$ cat config.mk
export PLATFORM = sky130hd
export DESIGN_NAME = mfid_top
export DESIGN_NICKNAME = d
export VERILOG_FILES = /design/src/hdl/mfid_debounce.v /design/src/hdl/mfid_step_mem.v /design/src/hdl/mfid_top.v
export VERILOG_INCLUDE_DIRS = /design/src /design/src/hdl
export SDC_FILE = /design/constraint.sdc
export NUM_CORES = 1
export LEC_CHECK = 0
export ABC_AREA = 0
export BUFFER_PORTS_ARGS = -buffer_cell sky130_fd_sc_hd__buf_2
export CAP_MARGIN = 20
export CORE_UTILIZATION = 45
export CTS_BUF_LIST = sky130_fd_sc_hd__clkbuf_16
export CTS_CLUSTER_SIZE = 28
export DETAILED_ROUTE_END_ITERATION = 16
export SLEW_MARGIN = 20
export SYNTH_ARGS = -nofsm -noshare
export SYNTH_HDL_FRONTEND = slang
export SYNTH_SLANG_ARGS = --single-unit
$ cat constraint.sdc
create_clock -name clk_sys -period 3.3 [get_ports clk_sys]
set_clock_uncertainty 0.1 [all_clocks]
set_input_delay 0.33 -clock clk_sys [delete_from_list [all_inputs] [get_ports clk_sys]]
set_output_delay 0.33 -clock clk_sys [all_outputs]
set_load 0.01 [all_outputs]
$ cat src/hdl/mfid_defs.vh
// Constants for the multifunction input decoder
// Function
// RULE1: Forced stop codes 25/26 stop by configured method, no fault, need new run.
// RULE2: Parameter lock code 27 blocks every parameter write while active.
// RULE3: Code 28 on disables PID regulation.
// RULE4: Code 29 selects reverse when on, forward when off, only during jog.
// RULE5: Code 30 resets faults like code 05 but with open contact active.
// RULE6: Code 31 on selects second frequency source, off the first.
// RULE7: Code 32 on selects second operation source, off the first.
// RULE8: Code 33 pulse starts step program like code 14; stop cancels it.
// RULE9: Shutoff codes 35/36 cut output to coast; later change restarts from 0Hz.
// RULE10: With codes 21 and 22 both on, priority is voltage, current, auxiliary.
// RULE11: Codes 07 low bit, 08 high bit pick accel/decel set 1 to 4.
// RULE12: Speed codes 1-4 form binary index; zero is master, n is step n.
// RULE13: Every terminal debounced by N times 2 ms, N 1 to 20, default 1.
// RULE14: Proximity code 34 indexing holds speed after stop until sensor triggers.
// RULE15: After the trigger decelerate and stop by index angle and decel time.
// RULE16: Gear 4-1000 def 200, angle 0-3600 def 1800, decel 0-10000 def 0.
// RULE17: Fifteen step speeds, 0.01 Hz units, default 0, indexed by speed code.
// RULE18: Code 05 resets drive from fault once condition cleared.
// RULE19: Code 14 runs the step program while asserted.
// RULE20: Code 00 has no effect.
// RULE21: Open variants active on closed contact, closed variants on open contact.
// RULE22: Decoding uses debounced terminal levels only.
`ifndef MFID_DEFS_VH
`define MFID_DEFS_VH
`define MFID_NTERM 6
`define MFID_FN_NONE 6'h00
`define MFID_FN_SPD1 6'h01
`define MFID_FN_SPD2 6'h02
`define MFID_FN_SPD3 6'h03
`define MFID_FN_SPD4 6'h04
`define MFID_FN_RST_NO 6'h05
`define MFID_FN_ADT1 6'h07
`define MFID_FN_ADT2 6'h08
`define MFID_FN_RUNPLC 6'h0e
`define MFID_FN_SRC_CUR 6'h15
`define MFID_FN_SRC_AUX 6'h16
`define MFID_FN_FSTOP_NC 6'h19
`define MFID_FN_FSTOP_NO 6'h1a
`define MFID_FN_PLOCK 6'h1b
`define MFID_FN_PIDOFF 6'h1c
`define MFID_FN_JOGDIR 6'h1d
`define MFID_FN_RST_NC 6'h1e
`define MFID_FN_FSRC2 6'h1f
`define MFID_FN_OSRC2 6'h20
`define MFID_FN_PLC1SHOT 6'h21
`define MFID_FN_PROX 6'h22
`define MFID_FN_SHUT_NO 6'h23
`define MFID_FN_SHUT_NC 6'h24
// Register offsets
`define MFID_A_FUNC0 6'h00
`define MFID_A_DEBOUNCE 6'h06
`define MFID_A_GEAR 6'h07
`define MFID_A_ANGLE 6'h08
`define MFID_A_IDECEL 6'h09
`define MFID_A_STOPM 6'h0a
`define MFID_A_STATUS 6'h0b
`define MFID_A_STEP1 6'h11
`define MFID_A_STEP15 6'h1f
// Ranges and resets
`define MFID_DEB_MIN 5'h01
`define MFID_DEB_MAX 5'h14
`define MFID_DEB_RST 5'h01
`define MFID_GEAR_MIN 16'h0004
`define MFID_GEAR_MAX 16'h03e8
`define MFID_GEAR_RST 16'h00c8
`define MFID_ANGLE_MAX 16'h0e10
`define MFID_ANGLE_RST 16'h0708
`define MFID_IDECEL_MAX 16'h2710
`define MFID_IDECEL_RST 16'h0000
// Timing: debounce unit 2 ms at 100 ns clock
`define MFID_DEB_UNIT_US 2000
`define MFID_CLK_NS 100
`define MFID_DEB_UNIT_CYC ((`MFID_DEB_UNIT_US * 1000) / `MFID_CLK_NS)
`endif

$ cat src/hdl/mfid_debounce.v
// Per-terminal debounce filter
`timescale 1ns/100ps
`default_nettype none
module mfid_debounce #(
  parameter UNIT_CYC = 20000
) (
  // Clock and reset
  input wire clk_sys,
  input wire resetn,
  input wire clk_en,
  // Settings
  input wire [4:0] units,
  // Terminal
  input wire raw,
  output reg level_ff
);
  reg [14:0] tick_ff;
  reg [4:0] cnt_ff;
  wire tick = (tick_ff == UNIT_CYC[14:0] - 15'h0001);
  always @(posedge clk_sys or negedge resetn) begin
    if (!resetn) begin
      tick_ff <= 15'h0000;
      cnt_ff <= 5'h00;
      level_ff <= 1'b0;
    end else if (clk_en) begin
      // A differing level must hold for units full ticks; any bounce restarts the wait
      if (raw == level_ff) begin
        tick_ff <= 15'h0000;
        cnt_ff <= 5'h00;
      end else if (tick) begin
        tick_ff <= 15'h0000;
        if (cnt_ff + 5'h01 >= units) begin
          level_ff <= raw; // RULE13
          cnt_ff <= 5'h00;
        end else begin
          cnt_ff <= cnt_ff + 5'h01;
        end
      end else begin
        tick_ff <= tick_ff + 15'h0001;
      end
    end
  end
endmodule // mfid_debounce
`default_nettype wire

$ cat src/hdl/mfid_step_mem.v
// Step-speed table, registered read
`timescale 1ns/100ps
`default_nettype none
module mfid_step_mem (
  // Clock
  input wire clk_sys,
  input wire clk_en,
  // Write port
  input wire wr_en,
  input wire [3:0] wr_idx,
  input wire [15:0] wr_data,
  // Read port
  input wire [3:0] rd_idx,
  output reg [15:0] rd_data
);
  reg [15:0] mem [0:15];
  integer i;
  // Index 0 unused; all entries start at 0.00 Hz
  initial begin
    for (i = 0; i < 16; i = i + 1) begin
      mem[i] = 16'h0000; // RULE17
    end
    rd_data = 16'h0000;
  end
  always @(posedge clk_sys) begin
    if (clk_en) begin
      if (wr_en) begin
        mem[wr_idx] <= wr_data;
      end
      rd_data <= mem[rd_idx];
    end
  end
endmodule // mfid_step_mem
`default_nettype wire

$ cat src/hdl/mfid_top.v
// Multifunction input decoder top
//
// Our own choices: the register offsets and the address-and-strobe port.
`timescale 1ns/100ps
`default_nettype none
`include "mfid_defs.vh"
module mfid_top #(
  parameter DEB_UNIT_CYC = `MFID_DEB_UNIT_CYC
) (
  // Clock and reset
  input wire clk_sys,
  input wire resetn,
  input wire clk_en,
  // Terminals, raw contact closed = 1
  input wire input_terminal_1,
  input wire input_terminal_2,
  input wire input_terminal_3,
  input wire input_terminal_4,
  input wire input_terminal_5,
  input wire input_terminal_6,
  // Drive state
  input wire jog_active,
  input wire run_cmd,
  input wire stop_cmd,
  input wire fault_present,
  input wire index_at_target,
  // Register port
  input wire [5:0] reg_addr,
  input wire [15:0] reg_wdata,
  input wire reg_wr,
  input wire reg_rd,
  output reg [15:0] reg_rdata_ff,
  // Commands
  output reg stop_req_ff,
  output reg run_inhibit_ff,
  output reg param_lock_ff,
  output reg pid_disable_ff,
  output reg jog_reverse_ff,
  output reg fault_reset_ff,
  output reg freq_src2_ff,
  output reg oper_src2_ff,
  output reg [1:0] analog_src_ff,
  output reg plc_run_ff,
  output reg shutoff_ff,
  output reg restart_zero_ff,
  output reg [1:0] accel_set_ff,
  output reg [3:0] speed_index_ff,
  output reg [15:0] step_freq_ff,
  output reg index_hold_ff,
  output reg index_decel_ff
);
  localparam IX_IDLE = 3'b001;
  localparam IX_HOLD = 3'b010;
  localparam IX_DECEL = 3'b100;

  wire [5:0] raw = {input_terminal_6, input_terminal_5, input_terminal_4,
                    input_terminal_3, input_terminal_2, input_terminal_1};
  wire [5:0] deb;
  reg [5:0] func_ff [0:5];
  reg [4:0] deb_units_ff;
  reg [15:0] gear_ff;
  reg [15:0] angle_ff;
  reg [15:0] idecel_ff;
  reg [1:0] stop_method_ff;
  reg [2:0] ix_state_ff;
  reg [2:0] nxt_ix_state;
  reg shut_prev_ff;
  reg rst_prev_ff;
  reg plc1_prev_ff;
  reg plc_latch_ff;
  reg fstop_prev_ff;
  integer kd;
  integer kp;
  integer kr;

  genvar g;
  generate
    for (g = 0; g < 6; g = g + 1) begin : g_deb
      mfid_debounce #(
        .UNIT_CYC(DEB_UNIT_CYC)
      ) u_deb (
        .clk_sys(clk_sys),
        .resetn(resetn),
        .clk_en(clk_en),
        .units(deb_units_ff),
        .raw(raw[g]),
        .level_ff(deb[g]) // RULE22
      );
    end
  endgenerate

  // Decode: OR of every terminal carrying a code; polarity by variant
  reg f_fstop, f_plock, f_pid, f_jog, f_rst, f_fs2, f_os2, f_cur, f_aux;
  reg f_plc, f_plc1, f_prox, f_shut;
  reg [1:0] f_adt;
  reg [3:0] f_spd;
  always @* begin
    f_fstop = 1'b0;
    f_plock = 1'b0;
    f_pid = 1'b0;
    f_jog = 1'b0;
    f_rst = 1'b0;
    f_fs2 = 1'b0;
    f_os2 = 1'b0;
    f_cur = 1'b0;
    f_aux = 1'b0;
    f_plc = 1'b0;
    f_plc1 = 1'b0;
    f_prox = 1'b0;
    f_shut = 1'b0;
    f_adt = 2'b00;
    f_spd = 4'h0;
    for (kd = 0; kd < 6; kd = kd + 1) begin
      case (func_ff[kd])
        `MFID_FN_SPD1: f_spd[0] = f_spd[0] | deb[kd]; // RULE12
        `MFID_FN_SPD2: f_spd[1] = f_spd[1] | deb[kd];
        `MFID_FN_SPD3: f_spd[2] = f_spd[2] | deb[kd];
        `MFID_FN_SPD4: f_spd[3] = f_spd[3] | deb[kd];
        `MFID_FN_RST_NO: f_rst = f_rst | deb[kd]; // RULE18 RULE21
        `MFID_FN_ADT1: f_adt[0] = f_adt[0] | deb[kd]; // RULE11
        `MFID_FN_ADT2: f_adt[1] = f_adt[1] | deb[kd];
        `MFID_FN_RUNPLC: f_plc = f_plc | deb[kd];
        `MFID_FN_SRC_CUR: f_cur = f_cur | deb[kd];
        `MFID_FN_SRC_AUX: f_aux = f_aux | deb[kd];
        `MFID_FN_FSTOP_NC: f_fstop = f_fstop | ~deb[kd]; // RULE21
        `MFID_FN_FSTOP_NO: f_fstop = f_fstop | deb[kd];
        `MFID_FN_PLOCK: f_plock = f_plock | deb[kd];
        `MFID_FN_PIDOFF: f_pid = f_pid | deb[kd];
        `MFID_FN_JOGDIR: f_jog = f_jog | deb[kd];
        `MFID_FN_RST_NC: f_rst = f_rst | ~deb[kd]; // RULE5
        `MFID_FN_FSRC2: f_fs2 = f_fs2 | deb[kd];
        `MFID_FN_OSRC2: f_os2 = f_os2 | deb[kd];
        `MFID_FN_PLC1SHOT: f_plc1 = f_plc1 | deb[kd];
        `MFID_FN_PROX: f_prox = f_prox | deb[kd];
        `MFID_FN_SHUT_NO: f_shut = f_shut | deb[kd];
        `MFID_FN_SHUT_NC: f_shut = f_shut | ~deb[kd]; // RULE21
        default: f_shut = f_shut; // RULE20
      endcase
    end
  end

  // Indexing configured when any terminal carries the proximity code
  reg prox_cfg;
  always @* begin
    prox_cfg = 1'b0;
    for (kp = 0; kp < 6; kp = kp + 1) begin
      if (func_ff[kp] == `MFID_FN_PROX) begin
        prox_cfg = 1'b1;
      end
    end
  end

  always @* begin
    nxt_ix_state = ix_state_ff;
    case (ix_state_ff)
      IX_IDLE: if (prox_cfg && stop_cmd) nxt_ix_state = IX_HOLD; // RULE14
      IX_HOLD: if (f_prox) nxt_ix_state = IX_DECEL; // RULE14
      IX_DECEL: if (index_at_target) nxt_ix_state = IX_IDLE; // RULE15
      default: nxt_ix_state = IX_IDLE;
    endcase
  end

  // Register writes; lock blocks all of them, including function codes
  wire wr_ok = reg_wr && !param_lock_ff; // RULE2
  wire step_wr = wr_ok && reg_addr >= `MFID_A_STEP1 && reg_addr <= `MFID_A_STEP15;
  wire [15:0] step_rd;
  // Step table is write-only from the bus: its single read port serves the speed lookup
  mfid_step_mem u_mem (
    .clk_sys(clk_sys),
    .clk_en(clk_en),
    .wr_en(step_wr),
    .wr_idx(reg_addr[3:0]),
    .wr_data(reg_wdata),
    .rd_idx(f_spd),
    .rd_data(step_rd)
  );

  always @(posedge clk_sys or negedge resetn) begin
    if (!resetn) begin
      for (kr = 0; kr < 6; kr = kr + 1) begin
        func_ff[kr] <= `MFID_FN_NONE;
      end
      deb_units_ff <= `MFID_DEB_RST;
      gear_ff <= `MFID_GEAR_RST;
      angle_ff <= `MFID_ANGLE_RST;
      idecel_ff <= `MFID_IDECEL_RST;
      stop_method_ff <= 2'b00;
    end else if (clk_en && wr_ok) begin
      if (reg_addr < `MFID_A_DEBOUNCE) begin
        func_ff[reg_addr[2:0]] <= reg_wdata[5:0];
      end
      case (reg_addr)
        `MFID_A_DEBOUNCE: if (reg_wdata[4:0] >= `MFID_DEB_MIN && reg_wdata[4:0] <= `MFID_DEB_MAX &&
                              reg_wdata[15:5] == 11'h000) deb_units_ff <= reg_wdata[4:0]; // RULE13
        `MFID_A_GEAR: if (reg_wdata >= `MFID_GEAR_MIN && reg_wdata <= `MFID_GEAR_MAX) gear_ff <= reg_wdata; // RULE16
        `MFID_A_ANGLE: if (reg_wdata <= `MFID_ANGLE_MAX) angle_ff <= reg_wdata; // RULE16
        `MFID_A_IDECEL: if (reg_wdata <= `MFID_IDECEL_MAX) idecel_ff <= reg_wdata; // RULE16
        `MFID_A_STOPM: stop_method_ff <= reg_wdata[1:0];
        default: stop_method_ff <= stop_method_ff;
      endcase
    end
  end

  // Read data stand for one cycle after the strobe, zero otherwise
  always @(posedge clk_sys or negedge resetn) begin
    if (!resetn) begin
      reg_rdata_ff <= 16'h0000;
    end else if (clk_en) begin
      reg_rdata_ff <= 16'h0000;
      if (reg_rd) begin
        if (reg_addr < `MFID_A_DEBOUNCE) begin
          reg_rdata_ff <= {10'h000, func_ff[reg_addr[2:0]]};
        end else begin
          case (reg_addr)
            `MFID_A_DEBOUNCE: reg_rdata_ff <= {11'h000, deb_units_ff};
            `MFID_A_GEAR: reg_rdata_ff <= gear_ff;
            `MFID_A_ANGLE: reg_rdata_ff <= angle_ff;
            `MFID_A_IDECEL: reg_rdata_ff <= idecel_ff;
            `MFID_A_STOPM: reg_rdata_ff <= {14'h0000, stop_method_ff};
            `MFID_A_STATUS: reg_rdata_ff <= {7'h00, ix_state_ff, deb};
            default: reg_rdata_ff <= 16'h0000;
          endcase
        end
      end
    end
  end

  // Command outputs
  always @(posedge clk_sys or negedge resetn) begin
    if (!resetn) begin
      stop_req_ff <= 1'b0;
      run_inhibit_ff <= 1'b0;
      param_lock_ff <= 1'b0;
      pid_disable_ff <= 1'b0;
      jog_reverse_ff <= 1'b0;
      fault_reset_ff <= 1'b0;
      freq_src2_ff <= 1'b0;
      oper_src2_ff <= 1'b0;
      analog_src_ff <= 2'b00;
      plc_run_ff <= 1'b0;
      plc_latch_ff <= 1'b0;
      plc1_prev_ff <= 1'b0;
      shutoff_ff <= 1'b0;
      shut_prev_ff <= 1'b0;
      restart_zero_ff <= 1'b0;
      rst_prev_ff <= 1'b0;
      fstop_prev_ff <= 1'b0;
      accel_set_ff <= 2'b00;
      speed_index_ff <= 4'h0;
      step_freq_ff <= 16'h0000;
      ix_state_ff <= IX_IDLE;
      index_hold_ff <= 1'b0;
      index_decel_ff <= 1'b0;
    end else if (clk_en) begin
      // Stop method itself lives downstream; this block only raises the request
      stop_req_ff <= f_fstop; // RULE1
      fstop_prev_ff <= f_fstop;
      if (f_fstop) begin
        run_inhibit_ff <= 1'b1; // RULE1
      end else if (run_cmd && !fstop_prev_ff) begin
        run_inhibit_ff <= 1'b0;
      end
      param_lock_ff <= f_plock; // RULE2
      pid_disable_ff <= f_pid; // RULE3
      jog_reverse_ff <= jog_active & f_jog; // RULE4
      rst_prev_ff <= f_rst;
      fault_reset_ff <= f_rst & ~rst_prev_ff & ~fault_present; // RULE18 RULE5
      freq_src2_ff <= f_fs2; // RULE6
      oper_src2_ff <= f_os2; // RULE7
      // 0 voltage, 1 current, 2 auxiliary
      if (f_cur && f_aux) begin
        analog_src_ff <= 2'b00; // RULE10
      end else if (f_cur) begin
        analog_src_ff <= 2'b01;
      end else if (f_aux) begin
        analog_src_ff <= 2'b10;
      end else begin
        analog_src_ff <= 2'b00;
      end
      plc1_prev_ff <= f_plc1;
      if (stop_cmd) begin
        plc_latch_ff <= 1'b0; // RULE8
      end else if (f_plc1 && !plc1_prev_ff) begin
        plc_latch_ff <= 1'b1; // RULE8
      end
      plc_run_ff <= f_plc | (plc_latch_ff & ~stop_cmd); // RULE19
      shut_prev_ff <= f_shut;
      shutoff_ff <= f_shut; // RULE9
      restart_zero_ff <= shut_prev_ff & ~f_shut; // RULE9
      accel_set_ff <= f_adt; // RULE11
      speed_index_ff <= f_spd; // RULE12
      // Lags the speed index by one cycle through the registered table read
      step_freq_ff <= step_rd; // RULE17
      ix_state_ff <= nxt_ix_state;
      index_hold_ff <= nxt_ix_state == IX_HOLD; // RULE14
      index_decel_ff <= nxt_ix_state == IX_DECEL; // RULE15
    end
  end
endmodule // mfid_top
`default_nettype wire
==> flow_metrics.tcl, run 1 <==
set metrics [dict create \
    place_hpwl_um 50100 \
    combinationalPowerShare_pct 5.9 \
    pwr-share-seq_pct 49.8 \
    finalSetupTns_ns 0 \
    required_ns 3.57 \
    cts_sinks 548 \
    yosysWarnings 0 \
    top_usage_layer "met1" \
    arrival_ns 3.32 \
    dieArea_mm2 0.0586 \
    port_buffers 90 \
    insertion_delay_ns 0.64 \
    worstSetupPathType "reg2reg" \
    diodes 0 \
    crit_path_cell_trace "nor3b_1 -> buf_4 -> nand3_1 -> o2111a_2 -> buf_4 -> nand2_4 -> buf_12 -> a211oi_1 -> a311oi_1 -> or4_1" \
    switching_share_pct 23.2 \
    drtIter0Drc 1704 \
    grt_pass1_wl_um 115000 \
    timing.final.max_slew_violations 0 \
    setup_viol 0 \
    ff2ff_path_depth 10 \
    p_clk_share_pct 44.3 \
    start_util_pct 45.8 \
    drive_gt1_share_pct 18.3 \
    leakage_uw 0.0123 \
    p_switching_uw 3470 \
    crit_family "simple AND/OR/NAND/NOR gates" \
    core_mm2 0.0566 \
    fin_hold_ws_ns 0.0415 \
    met1_usage_pct 38.4 \
    slowest_delay_ns 0.52 \
    drtAntennaViolNets 0 \
    clockBufferDepth 3 \
    grt_usage_pct 25.7 \
    finalCritPeriodShare_pct 92.5 \
    path_buf_inv 3 \
    gp_congestion 0.931 \
    ys_types 88 \
    hold_end "u_mem.mem[15][8]" \
    cts-hold-fix-buffers 13 \
    synth_edf_count 272 \
    final_common_cell "edfxtp_1" \
    htreeDepth 2 \
    synthArstFlopShare_pct 50.4 \
    fmax_mhz 328 \
    relSlewSlack_pct 37.0 \
    tightest_slew_ns 0.937 \
    synth_seq_cells 548 \
    cts_tree "built" \
    ios 91 \
    crit_slowest_cell "or4_1" \
    cts.clk_slew.worst_paths_ns 0.06 \
    cts_setup_buffers 0 \
    grt_max_degree 85 \
    cts-resized-gates 0 \
    syn_to_final_growth_pct 15.3 \
    synth_area_mm2 0.0259 \
    power_density_mw_per_mm2 502 \
    syn_inst 2212 \
    hold_viol_final 0 \
    max-vdd-ir-drop_uv 438 \
    drc 0 \
    hold_start "reg_wdata[8]" \
    grt_pass1_vias 18662 \
    hp-class "in2reg" \
    grt_setup_unrepaired "false" \
    crit_fanout 54 \
    dieHeight_um 242 \
    root_buffer "clkbuf_16" \
    wl_um 75300 \
    place_area_mm2 0.0278 \
    cts_made_buffers 59 \
    dr.pass1.iters 5 \
    rr_endpoint "u_mem.rd_data[10]" \
    met2_usage_pct 38.4 \
    period_needed_ns 3.05 \
    via_per_inst 5.95 \
    synthTopCellsByArea "edfxtp_1 32%, dfrtp_1 26%, mux2_2 4.3%, nand2_1 3.6%, nor2_1 2.3%" \
    synth_top_area_share_pct 31.5 \
    r2r_start "g_deb[4].u_deb.level_ff" \
    setup.worst_path.start_class "register" \
    final_cell_mix "272 x edfxtp_1, 267 x dfrtp_1, 249 x nand2_1" \
    drt-wirelength-per-cell_um 23.7 \
    internal_power_uw 11500 \
    grt_use_met3_pct 4.20 \
    antenna_found_initial 1 \
    row_count 87 \
    die_w_um 242 \
    maxCapViolations 0 \
    hold_depth 1 \
    critPathCaptureType "register" \
    overflow 0 \
    cp_common_cell "buf_4" \
    ys_seq_area_share_pct 58.2 \
    fin_area_mm2 0.0299 \
    yosysTopAreaCell "edfxtp_1" \
    reg2reg_slack_ns 0.25 \
    syn_avg_cell_area_um2 11.7 \
    nNetsFinal 2458 \
    vias 18941 \
    status "completed" \
    synthFlopType "edfxtp_1" \
]
metrics by stage:
stage                     util [%]  power, uW  setup WS (ns)  instances
after global placement        49.1       8450          0.358       3060
final                         52.8      15000          0.248       3183
after detailed placement      49.1       8470          0.241       3060
after global routing          52.8      15500         0.0812       3183
after CTS                     52.8      15100          0.246       3183
after floorplan                  -       8010          0.351       2227
Yosys cell counts, drive strengths merged (10+ instances only):
library cell	instances
a21o	22
nand2b	35
or4	19
a22o	14
inv	41
ha	42
clkbuf	53
buf	69
xnor2	33
a31oi	11
or2	10
nor3	42
xor2	39
a311oi	51
nand4	36
a211oi	52
nand2	250
and2	12
nand3	72
mux2	104
and3	75
a21oi	63
edfxtp	272
o22ai	21
a221oi	18
a32o	12
o21ai	76
dfrtp	267
or3	15
nor2	157
nor2b	39
mux2i	36
nor4	19
o2bb2ai	17
nor3b	10
worst reg2reg max path, stage by stage, from the launching register on:
cell	delay, ns
dfrtp_1	0.38
nor3b_1	0.14
buf_4	0.13
nand3_1	0.14
o2111a_2	0.41
buf_4	0.23
nand2_4	0.12
buf_12	0.24
a211oi_1	0.31
a311oi_1	0.09
or4_1	0.52
area by class of cell:
type	instances	area (um^2)
Inverter	41	154
Multi-Input combinational cell	1516	10200
Tap cell	756	946
Sequential cell	548	15100
Timing Repair Buffer	212	1580
Fill cell	4925	26700
Clock inverter	51	475
Clock buffer	59	1480
how the worst max path moves through the flow:
stage                                 start                end  cells after the start
detailed placement  g_deb[4].u_deb.level_ff  u_mem.rd_data[10]                     10
finish              g_deb[4].u_deb.level_ff  u_mem.rd_data[10]                     10
global placement    g_deb[4].u_deb.level_ff   u_mem.rd_data[7]                     11
floorplan                     param_lock_ff   u_mem.mem[14][0]                      4
global route                    func_ff[10]   u_mem.rd_data[3]                      8
CTS                 g_deb[4].u_deb.level_ff  u_mem.rd_data[10]                     10
cell families after synthesis:
logic type | count (synthesis) | share of synthesized area [%]
AND/OR/NAND/NOR | 826 | 16.4
buffers and inverters | 163 | 2.98
multiplexers | 146 | 6.43
other | 1 | 0.0145
adder cells (fa/ha/maj) | 42 | 2.03
AO/OA/AOI/OAI | 414 | 11.5
XOR/XNOR | 72 | 2.43
flip-flops | 548 | 58.2
registers in the layout, summed over array words and instances, names as in the netlist, 6 cells and up:
name                  flops
idecel_ff                16
angle_ff                 16
gear_ff                  16
step_freq_ff             16
g_deb.u_deb.cnt_ff       30
reg_rdata_ff             16
func_ff                  36
u_mem.rd_data            16
u_mem.mem               256
g_deb.u_deb.tick_ff      90
g_deb.u_deb.level_ff      6
power groups by stage:
| stage | clock network [uW] | logic, uW | registers [uW] |
|---|---|---|---|
| floorplan | 0 | 440 | 7570 |
| global placement | 0 | 850 | 7600 |
| detailed placement | 0 | 867 | 7600 |
| CTS | 6780 | 882 | 7470 |
| global route | 7030 | 966 | 7480 |
| finish | 6650 | 880 | 7470 |
metal layers:
layer  vias up  part of all wire [%]  wire length [um]
li1       8603                     -                 -
met1      9559                    46             34800
met2       661                    44             33400
met3       116                   6.8              5130
met4         2                   2.6              1950
met5         -                 0.016                12
No activity file was read; power rests on OpenSTA's default activity.
==> run 2: changes to the inputs <==
- SYNTH_HIERARCHICAL: unset -> 1
==> run 2 against run 1 <==
Final cell count fell by 6.8%. Worst setup slack improved by 0.016 ns. Wire length fell by 8.1%. Count of clock-buffer cells in the layout fell by 2. Design area fell by 0.52%. Clock power fell by 2%. Flip-flop and latch count did not move. Utilization fell by 0.18 points. Critical path type unchanged.
==> flow_metrics.tcl, run 2 <==
set metrics [dict create \
    setup.worst_path.start_class "register" \
    die_w_um 241 \
    largest_reg_flops 256 \
    dieArea_mm2 0.0582 \
    synthFlopType "edfxtp_1" \
    synthTopCellsByArea "edfxtp_1 32%, dfrtp_1 26%, mux4_2 5.4%, mux2_2 4.1%, nor2_1 2.2%" \
    drt-wirelength-per-cell_um 23.3 \
    crit_fanout 42 \
    place_hpwl_um 47400 \
    r2r_start "func_ff[34]" \
    root_buffer "clkbuf_16" \
    top_register "u_mem/mem" \
    syn_to_final_growth_pct 15.4 \
    reg2reg_slack_ns 0.26 \
    largestRegisters "u_mem/mem x256, g_deb.u_deb/tick_ff x90, func_ff x36" \
    fin_area_mm2 0.0297 \
    p_total_uw 14600 \
    syn_inst 1984 \
    diodes 0 \
    crit_path_cell_trace "nor3b_1 -> buf_4 -> nand2_1 -> o22ai_1 -> or3_2 -> buf_12 -> buf_4 -> mux4_2 -> a22oi_1 -> nand2_1" \
    crit_slowest_cell "nor3b_1" \
    worstSetupPathType "reg2reg" \
    grt_pass1_wl_um 107000 \
    yosysWarnings 6 \
    dieHeight_um 241 \
    drtAntennaViolNets 0 \
    synth_area_mm2 0.0258 \
    nNetsFinal 2243 \
    synthArstFlopShare_pct 50.4 \
    grt_usage_pct 24.6 \
    cts_setup_buffers 0 \
    gp_congestion 0.963 \
    ys_seq_area_share_pct 58.6 \
    synth_nets 2064 \
    hold_viol_final 0 \
    timing.final.max_slew_violations 0 \
    critPathCaptureType "register" \
    hold_start "reg_wdata[6]" \
    slowest_delay_ns 0.46 \
    place_area_mm2 0.0276 \
    grt_max_degree 109 \
    vias 17247 \
    maxCapViolations 0 \
    cts.clk_slew.worst_paths_ns 0.07 \
    power_density_mw_per_mm2 491 \
    max-vdd-ir-drop_uv 424 \
    num-fill-cells 4804 \
    core_mm2 0.0565 \
    fmax_mhz 329 \
    drc 0 \
    grt_pass1_vias 17503 \
    via_per_inst 5.81 \
    hp-class "in2reg" \
    fin_util_pct 52.6 \
    synth_top_area_share_pct 31.7 \
    synth_most_common_cell "edfxtp_1" \
    dp_cells 2842 \
    required_ns 3.58 \
    ys_types 85 \
    row_count 87 \
    period_needed_ns 3.04 \
    synth_seq_cells 548 \
    drive_gt1_share_pct 22.2 \
    finalCritPeriodShare_pct 92.0 \
    yosysTopAreaCell "edfxtp_1" \
    setup_viol 0 \
    overflow 0 \
    port_buffers 90 \
    cts-resized-gates 0 \
    final_common_cell "edfxtp_1" \
    netlist_top_cells_count "272 x edfxtp_1, 267 x dfrtp_1, 148 x nor2_1" \
    dr.pass1.iters 5 \
    insertion_delay_ns 0.64 \
    tightest_slew_ns 0.785 \
    drtIter0Drc 1262 \
    finalNonFillerCells 2968 \
    cts_tree "built" \
    crit_path_start "func_ff[34]" \
    start_util_pct 45.6 \
    htreeDepth 2 \
    synth_edf_count 272 \
    clockBufferDepth 3 \
    antenna_found_initial 1 \
    syn_avg_cell_area_um2 13.0 \
    grt_setup_unrepaired "false" \
    final_cell_mix "272 x edfxtp_1, 267 x dfrtp_1, 148 x nor2_1" \
    cts_made_buffers 57 \
    wl_um 69200 \
    cts_sinks 548 \
    area.sequential_mm2 0.0151 \
    arrival_ns 3.32 \
    relSlewSlack_pct 47.7 \
    leakage_uw 0.0118 \
    finalSetupTns_ns 0 \
    ios 91 \
    multi_input_area_mm2 0.0101 \
    status "completed" \
]
run 2: cells by family after synthesis:
family / Yosys count / share of synthesized area (%)
AO/OA/AOI/OAI: 280 / 7.17
flip-flops: 548 / 58.6
AND/OR/NAND/NOR: 691 / 14.8
adder cells (fa/ha/maj): 42 / 2.04
multiplexers: 194 / 11.8
XOR/XNOR: 96 / 3.26
buffers and inverters: 133 / 2.38
run 2: critical path, delay by kind of cell, from the launching register on:
family          cells  cell delay [ns]
flops               1             0.38
buf+inv             3             0.69
compound gates      2             0.45
simple gates        4             0.79
mux                 1             0.30
run 2: metrics by stage:
step / setup slack [ns] / hold slack, ns
after floorplan: 0.0566 / -0.0656
after CTS: 0.285 / 0.00746
after global placement: 0.329 / 0.222
final: 0.265 / 0.0375
after global routing: 0.122 / 0.0369
after detailed placement: 0.293 / 0.222
run 2: metal layers:
metal	part of all wire [%]	wire length (um)	GRT usage, %
met5	0	0	0
met4	2.6	1780	7.29
met2	48	33100	40.1
met1	44	30600	34.1
met3	5.3	3680	3.74
run 2: cell type report:
class                           count  area share, %
Clock inverter                     51           1.70
Sequential cell                   548           50.8
Inverter                           50          0.631
Multi-Input combinational cell   1303           33.9
Tap cell                          756           3.18
Timing Repair Buffer              203           4.98
Clock buffer                       57           4.80
run 2: worst paths after layout:
| check | endpoint | cells past startpoint |
|---|---|---|
| worst max-delay path | u_mem/rd_data[5] | 10 |
| worst min-delay path | u_mem/mem[10][6] | 1 |
| worst max register to register | u_mem/rd_data[5] | 10 |
| worst min register to register | reg_rdata_ff[5] | 1 |
| max in group asynchronous | step_freq_ff[5] | 3 |
| min in group asynchronous | g_deb[4].u_deb/tick_ff[12] | 2 |
run 2: where the power goes:
group,internal [uW],switching (uW),leakage [uW]
Sequential,7280,104,0.00620
Combinational,234,460,0.00461
Clock,3730,2790,0.000950
run 2: timing repair:
action                                 in CTS  in global routing
endpoints found under the hold margin     105                  0
hold buffers                               18                  0
setup endpoints to repair                   0                  0
